## src/hw/rrso_pkg.sv

```systemverilog
// rrso_pkg: operation codes, flag layout and carriers for the rotate-right / subtract-with-borrow datapath
// assumes: single core clock domain, all users reference names as rrso_pkg::name
package rrso_pkg;

   localparam int unsigned DATA_W = 8;
   localparam int unsigned NIB_W = 4;
   localparam int unsigned MSB = DATA_W - 1;

   typedef enum logic [2:0] {
      rrso_op_rotate_right_mem,
      rrso_op_rotate_right_to_acc,
      rrso_op_rotate_right_thru_carry_mem,
      rrso_op_rotate_right_thru_carry_to_acc,
      rrso_op_subtract_borrow_to_acc,
      rrso_op_subtract_borrow_to_mem
   } rrso_op_t;

   // status flags, msb first: wrap, zero, half carry, carry, signed compare, chained zero
   typedef struct packed {
      logic twos_complement_wrap_flag;
      logic zero_flag;
      logic half_carry_flag;
      logic carry_flag;
      logic signed_compare_flag;
      logic chained_zero_flag;
   } rrso_flags_t;

   localparam int unsigned FLAGS_W = 6;
   localparam rrso_flags_t FLAGS_RST = 6'h00;
   localparam logic [DATA_W-1:0] ACC_RST = 8'h00;

   typedef struct packed {
      rrso_op_t op;
      logic [DATA_W-1:0] mem_byte;
   } rrso_req_t;

   typedef struct packed {
      logic acc_we;
      logic [DATA_W-1:0] acc;
      logic mem_we;
      logic [DATA_W-1:0] mem;
      rrso_flags_t flags;
   } rrso_res_t;

endpackage

```

## src/hw/rrso_alu.sv

```systemverilog
// rrso_alu: combinational result of one operation from accumulator, memory byte and flags
// assumes: inputs stable within the cycle; caller registers the result
`timescale 1ns/100ps
`default_nettype none
module rrso_alu (
   // operands
   input wire rrso_pkg::rrso_req_t req,
   input wire logic [rrso_pkg::DATA_W-1:0] acc,
   input wire rrso_pkg::rrso_flags_t flags,
   // result
   output rrso_pkg::rrso_res_t res
);

   logic [rrso_pkg::DATA_W:0] diff9;
   logic [rrso_pkg::NIB_W:0] diff5;
   logic [rrso_pkg::DATA_W-1:0] m;
   logic borrow_in;
   logic wrap;
   logic zero;

   always_comb begin
      m = req.mem_byte;
      borrow_in = ~flags.carry_flag;
      diff9 = {1'b0, acc} - {1'b0, m} - {{rrso_pkg::DATA_W{1'b0}}, borrow_in};
      diff5 = {1'b0, acc[rrso_pkg::NIB_W-1:0]} - {1'b0, m[rrso_pkg::NIB_W-1:0]}
            - {{rrso_pkg::NIB_W{1'b0}}, borrow_in};
      wrap = (acc[rrso_pkg::MSB] != m[rrso_pkg::MSB]) && (diff9[rrso_pkg::MSB] != acc[rrso_pkg::MSB]);
      zero = (diff9[rrso_pkg::DATA_W-1:0] == 8'h00);
      res.acc_we = 1'b0;
      res.acc = acc;
      res.mem_we = 1'b0;
      res.mem = m;
      res.flags = flags;
      case (req.op)
         rrso_pkg::rrso_op_rotate_right_mem: begin
            res.mem = {m[0], m[rrso_pkg::MSB:1]};
            res.mem_we = 1'b1;
         end
         rrso_pkg::rrso_op_rotate_right_to_acc: begin
            res.acc = {m[0], m[rrso_pkg::MSB:1]};
            res.acc_we = 1'b1;
         end
         rrso_pkg::rrso_op_rotate_right_thru_carry_mem: begin
            res.mem = {flags.carry_flag, m[rrso_pkg::MSB:1]};
            res.mem_we = 1'b1;
            res.flags.carry_flag = m[0];
         end
         rrso_pkg::rrso_op_rotate_right_thru_carry_to_acc: begin
            res.acc = {flags.carry_flag, m[rrso_pkg::MSB:1]};
            res.acc_we = 1'b1;
            res.flags.carry_flag = m[0];
         end
         rrso_pkg::rrso_op_subtract_borrow_to_acc,
         rrso_pkg::rrso_op_subtract_borrow_to_mem: begin
            if (req.op == rrso_pkg::rrso_op_subtract_borrow_to_acc) begin
               res.acc = diff9[rrso_pkg::DATA_W-1:0];
               res.acc_we = 1'b1;
            end else begin
               res.mem = diff9[rrso_pkg::DATA_W-1:0];
               res.mem_we = 1'b1;
            end
            // borrow out means negative: carry clears
            res.flags.carry_flag = ~diff9[rrso_pkg::DATA_W];
            res.flags.twos_complement_wrap_flag = wrap;
            res.flags.zero_flag = zero;
            res.flags.half_carry_flag = ~diff5[rrso_pkg::NIB_W];
            res.flags.signed_compare_flag = wrap ^ diff9[rrso_pkg::MSB];
            // chained zero lets multi-byte subtracts test the whole result
            res.flags.chained_zero_flag = zero & flags.chained_zero_flag;
         end
         default: begin
            res.acc_we = 1'b0;
         end
      endcase
   end

endmodule
`default_nettype wire

```

## src/hw/rrso_top.sv

```systemverilog
// rrso_top: accumulator, status flags and memory write-back for the right rotates and subtracts with borrow
// assumes: decoder presents one operation per cycle with the addressed memory byte already read;
// memory takes mem_we/mem_wdata one cycle after the request
//
// Functional notes
// - rotate_right_mem rotates the memory byte right with bit 0 into bit 7, writes it back, keeps all flags.
// - rotate_right_to_acc puts the right-rotated byte in the accumulator, leaves memory and flags alone.
// - rotate_right_thru_carry_mem rotates through carry: carry into bit 7, bit 0 into carry, byte to memory.
// - rotate_right_thru_carry_to_acc does the same ring rotate but the byte goes to the accumulator.
// - subtract_borrow_to_acc writes accumulator minus memory minus inverted carry to the accumulator.
// - subtract_borrow_to_mem writes the same difference to the addressed memory byte.
// - both subtracts clear carry on a negative difference and set it when zero or positive.
// - both subtracts update wrap, zero, half carry, carry, signed compare and chained zero flags.
`timescale 1ns/100ps
`default_nettype none
module rrso_top (
   // clock and reset
   input wire logic core_clk,
   input wire logic rstn,
   // operation request
   input wire logic op_valid,
   input wire rrso_pkg::rrso_req_t op_req,
   // loads from the rest of the core
   input wire logic acc_load,
   input wire logic [rrso_pkg::DATA_W-1:0] acc_load_data,
   input wire logic flags_load,
   input wire rrso_pkg::rrso_flags_t flags_load_data,
   // memory write-back
   output logic mem_we,
   output logic [rrso_pkg::DATA_W-1:0] mem_wdata,
   // architectural state
   output logic [rrso_pkg::DATA_W-1:0] acc,
   output rrso_pkg::rrso_flags_t flags
);

   ////////////////////////////////////////////////////////////////////////////
   // reset release

   logic [1:0] rst_sync_r;
   logic rst_n;

   always_ff @(posedge core_clk or negedge rstn) begin
      if (!rstn) begin
         rst_sync_r <= 2'h0;
      end else begin
         rst_sync_r <= {rst_sync_r[0], 1'b1};
      end
   end

   assign rst_n = rst_sync_r[1];

   ////////////////////////////////////////////////////////////////////////////
   // operation result

   // state is declared ahead of the datapath that reads it
   logic [rrso_pkg::DATA_W-1:0] acc_r;
   logic [rrso_pkg::DATA_W-1:0] acc_nxt;
   rrso_pkg::rrso_flags_t flags_r;
   rrso_pkg::rrso_flags_t flags_nxt;
   logic mem_we_r;
   logic mem_we_nxt;
   logic [rrso_pkg::DATA_W-1:0] mem_wdata_r;
   logic [rrso_pkg::DATA_W-1:0] mem_wdata_nxt;
   rrso_pkg::rrso_res_t alu_res;

   rrso_alu u_alu (
      .req(op_req),
      .acc(acc_r),
      .flags(flags_r),
      .res(alu_res)
   );

   ////////////////////////////////////////////////////////////////////////////
   // state update

   // an operation outranks a same-cycle load so its flags are never lost
   always_comb begin
      acc_nxt = acc_r;
      flags_nxt = flags_r;
      mem_we_nxt = 1'b0;
      mem_wdata_nxt = mem_wdata_r;
      if (op_valid) begin
         if (alu_res.acc_we) begin
            acc_nxt = alu_res.acc;
         end
         // memory-target ops keep the accumulator as is
         flags_nxt = alu_res.flags;
         mem_we_nxt = alu_res.mem_we;
         if (alu_res.mem_we) begin
            mem_wdata_nxt = alu_res.mem;
         end
      end else begin
         if (acc_load) begin
            acc_nxt = acc_load_data;
         end
         if (flags_load) begin
            flags_nxt = flags_load_data;
         end
      end
   end

   always_ff @(posedge core_clk or negedge rst_n) begin
      if (!rst_n) begin
         acc_r <= rrso_pkg::ACC_RST;
         flags_r <= rrso_pkg::FLAGS_RST;
         mem_we_r <= 1'b0;
         mem_wdata_r <= 8'h00;
      end else begin
         acc_r <= acc_nxt;
         flags_r <= flags_nxt;
         mem_we_r <= mem_we_nxt;
         mem_wdata_r <= mem_wdata_nxt;
      end
   end

   assign acc = acc_r;
   assign flags = flags_r;
   assign mem_we = mem_we_r;
   assign mem_wdata = mem_wdata_r;

endmodule
`default_nettype wire

```

## config.mk

```make
export PLATFORM = sky130hd
export DESIGN_NAME = rrso_top
export DESIGN_NICKNAME = d
export VERILOG_FILES = /design/src/hw/rrso_pkg.sv /design/src/hw/rrso_alu.sv /design/src/hw/rrso_top.sv
export SDC_FILE = /design/constraint.sdc
export NUM_CORES = 1
export LEC_CHECK = 0
export BUFFER_PORTS_ARGS = -buffer_cell sky130_fd_sc_hd__buf_4
export CAP_MARGIN = 25
export CORE_MARGIN = 8
export CORE_UTILIZATION = 57
export DETAILED_ROUTE_END_ITERATION = 8
export PLACE_DENSITY_LB_ADDON = 0.15
export REMOVE_ABC_BUFFERS = 1
export SYNTH_ARGS = -nofsm -noshare
export SYNTH_HDL_FRONTEND = slang
export SYNTH_SLANG_ARGS = --single-unit
```

## constraint.sdc

```tcl
create_clock -name core_clk -period 1.45 [get_ports core_clk]
set_input_delay 0.0725 -clock core_clk [delete_from_list [all_inputs] [get_ports core_clk]]
set_output_delay 0.0725 -clock core_clk [all_outputs]
set_load 0.005 [all_outputs]
```

==> results of run 1 <==
[what timing repair did]
item	CTS
setup endpoints to repair	22
resized for setup	50
pin swaps	25
hold buffers	1
hold endpoints to repair	2
buffers inserted	6
[per-layer routing]
layer	global-route usage [%]	GRT overflow
met5	13.0	0
met4	67.0	18
met3	55.1	1
met2	79.5	8
met1	61.7	0
[logic make-up after synthesis]
group | count (synthesis) | synth area share [%]
multiplexers | 6 | 3.19
AO/OA/AOI/OAI | 74 | 27.4
flip-flops | 25 | 32.6
AND/OR/NAND/NOR | 58 | 14.2
adder cells (fa/ha/maj) | 16 | 11.2
buffers and inverters | 37 | 7.36
XOR/XNOR | 7 | 3.91
other | 1 | 0.195
[synthesized netlist by cell type (5+ instances only)]
library cell,n,share of area [%]
inv_1,26,5.1
dfrtp_1,25,33
nand2_1,23,4.5
o21ai_0,20,5.2
nor2_1,18,3.5
ha_1,14,9.1
a22oi_1,9,3.5
a21oi_1,8,2.1
clkbuf_1,8,1.6
mux2i_1,5,2.6
nand2b_1,5,1.6
o31ai_1,5,2.0
[stage by stage]
stage	instances	worst slack, ns	hold slack, ns	area [um^2]
2_1_floorplan	214	-1.07	-0.223	1880
3_3_place_gp	366	-1.05	-0.145	2730
3_5_place_dp	366	-1.12	-0.143	2730
4_1_cts	376	-1.01	0.0277	3050
==> reports/metrics.yaml, run 1 <==
outcome:
  status: "stopped before the end"
  stop_stage: "5_1_grt"
  tool.error: "[ERROR GRT-0232] Routing congestion too high. Check the congestion heatmap in the GUI."
logic_synthesis:
  synth_edf_count: 0
  synth.avg_cell_area_um2: 8.57
  synth.cell_area_um2: 1920
  ys_async_sr_fraction_pct: 100
  yosysWarnings: 0
  synth_cell_types: 47
  postSynthCellCount: 224
  synth_flop_cell: "dfrtp_1"
  ys_ff_latch: 25
  synth-seq-area-share_pct: 32.6
place:
  io_buffers: 52
  dpl.hpwl_um: 4900
  place_congestion: 0.899
grt:
  grt_usage_pct: 64.7
  grt_overflow_total: 27
  grt_max_degree: 24
sta:
  worst_endpoint_kind: "sequential cell input"
  worstEndpointGrtRepair: "flags[4]$_DFFE_PN0P_/D"
clock_network:
  clockBufferDepth: 2
  cts_max_level: 1
  cts_sinks: 25
  cts-root-buf: "clkbuf_4"
  cts_buffers: 3
floorplan:
  start_util_pct: 58.5
  die_x_um: 74.0
  io_pins: 53
  rows: 21
  die_y_um: 74.0
==> run 2, diff against run 1 <==
Settings changed: CORE_UTILIZATION 57 to 40.
==> run 2 against run 1 <==
The flow now finishes, with violations (setup timing). Synthesized cell count unchanged. Synthesized area unchanged.
==> reports/metrics.yaml, run 2 <==
logic_synthesis:
  synth.avg_cell_area_um2: 8.57  # unchanged
  synth-seq-area-share_pct: 32.6  # unchanged
  yosysWarnings: 0  # unchanged
  synth_top_area_cell: "dfrtp_1"  # unchanged
  post_synth_xor_area_fraction_pct: 3.91  # unchanged
  ys_top_cells_by_area: "dfrtp_1 33%, ha_1 9.1%, o21ai_0 5.2%"  # unchanged
  synth_top_family_by_area: "compound AO/OA/AOI/OAI gates"  # unchanged
  yosysMostFrequentCell: "inv_1"  # unchanged
  synth_fa_ha_area_share_pct: 11.2  # unchanged
  synth_commonest_cells: "26 x inv_1, 25 x dfrtp_1, 23 x nand2_1, 20 x o21ai_0, 18 x nor2_1"  # unchanged
  synth_cell_types: 47  # unchanged
  ys_async_sr_fraction_pct: 100  # unchanged
  synth_edf_count: 0  # unchanged
  ys_ff_latch: 25  # unchanged
  yosys-mux-area-fraction_pct: 3.19  # unchanged
  synth.cell_area_um2: 1920  # unchanged
  synth-compound-area-share_pct: 27.4  # unchanged
  synth-simple-area-share_pct: 14.2  # unchanged
  synth_flop_cell: "dfrtp_1"  # unchanged
  postSynthCellCount: 224  # unchanged
  synth_top_area_share_pct: 32.6  # unchanged
clock_network:
  cts_sinks: 25  # unchanged
  cts_buffers: 3  # unchanged
  insertion_delay_ns: 0.28
  clockBufferDepth: 2  # unchanged
  tritoncts: "built"
  clkTransAtPathRegs_ns: 0.10
  cts-root-buf: "clkbuf_8"  # was clkbuf_4
  cts_max_level: 1  # unchanged
floorplan:
  die_y_um: 85.3  # was 74.0 um
  core-area_um2: 4690
  start_util_pct: 40.9  # was 58.5%
  rows: 25  # was 21
  die_area_um2: 7270
  io_pins: 53  # unchanged
  die_x_um: 85.3  # was 74.0 um
final_layout:
  nets: 384
  finalInstanceArea_um2: 3260
  regArea_um2: 626
  antennaDiodeCount: 0
  area_delta_synth_final_pct: 69.8
  layout_common_cells: "109 x buf_4, 25 x dfrtp_1, 22 x nand2_1, 18 x inv_1, 17 x nor2_1"
  final_core_util_pct: 69.5
  fillCellCount: 377
  drive_above_1_share_pct: 54.6
  layout_commonest_cell: "buf_4"
  multi_input_area_um2: 1490
grt:
  grt_pass1_vias: 2169
  use_met2_pct: 31.1
  grt_usage_pct: 18.0
  grt_overflow_total: 0
  top_usage_layer: "met2"
  gr-usage-met3_pct: 3.09
  antenna_found_initial: 0
  grt_use_met1_pct: 22.4
  grt_max_degree: 24
  grt_pass1_wl_um: 10500
power_and_ir_drop:
  p_leak_uw: 0.00156
  irDropWorstVdd_v: 0.000647
  p_per_area_nw_per_um2: 1250
sta:
  whs_ns: 0.0517
  finalCritPeriodShare_pct: 172
  finalSetupViolCount: 22
  hold_viol_final: 0
  final.min_clock_period_ns: 2.50
  setup_ws_ns: -1.05
  fin_setup_tns_ns: -15.56
  fmax_mhz: 401
  clock_skew_ns: 0.00238
  slew_violations: 0
  rsz0062_at_grt: "yes"
place:
  io_buffers: 52  # unchanged
  dpl_cell_area_um2: 2760  # was 2730 um^2
  place_congestion: 0.935  # was 0.899
  dpl.hpwl_um: 4530  # was 4900 um
outcome:
  violations: "setup timing"
  status: "finished, violations left"  # was stopped before the end
detailed_routing:
  ant_nets: 0
  vias_per_cell: 5.42
  routed-via-count: 2120
  wl_per_cell_um: 17.3
  first_pass_iters: 4
  wirelength_um: 6780
  first_iter_violations: 130
  drcViolationCount: 0
setup_path:
  cp-start-kind: "flip-flop"
  r2r_setup_slack_ns: -1.05
  worstSetupEndpointType: "flip-flop"
  path_class: "flip-flop to flip-flop"
  worstPathRequired_ns: 1.66
  crit_start: "flags[2]"
  crit_fanout: 3
  reg2reg_from: "flags[2]"
  crit_arrival_ns: 2.70
worst_hold_path:
  holdCritStartpoint: "acc_load_data[1]"
  worstHoldPathType: "primary input to flip-flop"
job:
  drv_cap: 0
-- run 2: path summary, 6_finish.rpt --
path / to / cells past startpoint
worst min register to register: mem_wdata[7] / 1
max in group asynchronous: acc[1] / 1
worst max register to register: flags[0] / 11
min in group asynchronous: rst_sync_r[1] / 2
worst max-delay path: flags[0] / 11
worst min-delay path: acc[1] / 3
-- run 2: logic make-up (layout without fill, tap and decap cells) --
group / count (synthesis) / in the layout
AOI/OAI and AO/OA: 74 / 74
xor gates and xnor gates: 7 / 7
adders and majority gates: 16 / 16
buffers and inverters: 37 / 150
DFF: 25 / 25
muxes: 6 / 6
other: 1 / 1
and+or+nand+nor: 58 / 58
-- run 2: where the power goes --
group / switching, uW / internal [uW] / total [uW]
clock network: 264 / 194 / 458
logic: 1230 / 1500 / 2730
registers: 75.5 / 823 / 898
total: 1570 / 2510 / 4090
-- run 2: metal layers --
metal  up-vias  share of wire, %
li1       1023                 -
met1      1023                40
met2        62                52
met3        12               5.8
met4         0               1.5
met5         -                 0
-- run 2: repair_timing --
action | CTS | global route
setup buffers | 6 | 6
gates resized for setup | 59 | 27
pin swaps | 21 | 22
hold endpoints to repair | 2 | 0
setup endpoints to repair | 22 | 22
hold buffers | 1 | 0
-- run 2: area by class of cell --
| cell class | count | share of cell area, % |
|---|---|---|
| clock buffers | 3 | 1.27 |
| clock inverters | 1 | 0.153 |
| inverters | 27 | 3.11 |
| multi-input cells | 162 | 45.7 |
| flip-flops and latches | 25 | 19.2 |
| well taps | 54 | 2.07 |
| repair buffers | 119 | 28.5 |
-- run 2: stage by stage --
step | setup WS, ns | cells | power (uW)
after global routing | -1.12 | 391 | 4330
after CTS | -1.04 | 386 | 3700
after detailed placement | -1.13 | 376 | 2820
final | -1.05 | 391 | 4090
after floorplan | -1.07 | 214 | 1830
after global placement | -1.06 | 376 | 2800
-- run 2: critical path, stage by stage (launching register included) --
cell and delay [ns]:
dfrtp_1 0.38, inv_2 0.05, fa_2 0.56, inv_2 0.06
ha_4 0.15, o21ai_2 0.15, a32o_2 0.21, xnor2_1 0.06
buf_4 0.15, a2111oi_4 0.35, a22oi_1 0.12, o22ai_1 0.18
(Power assumes the default switching activity.)
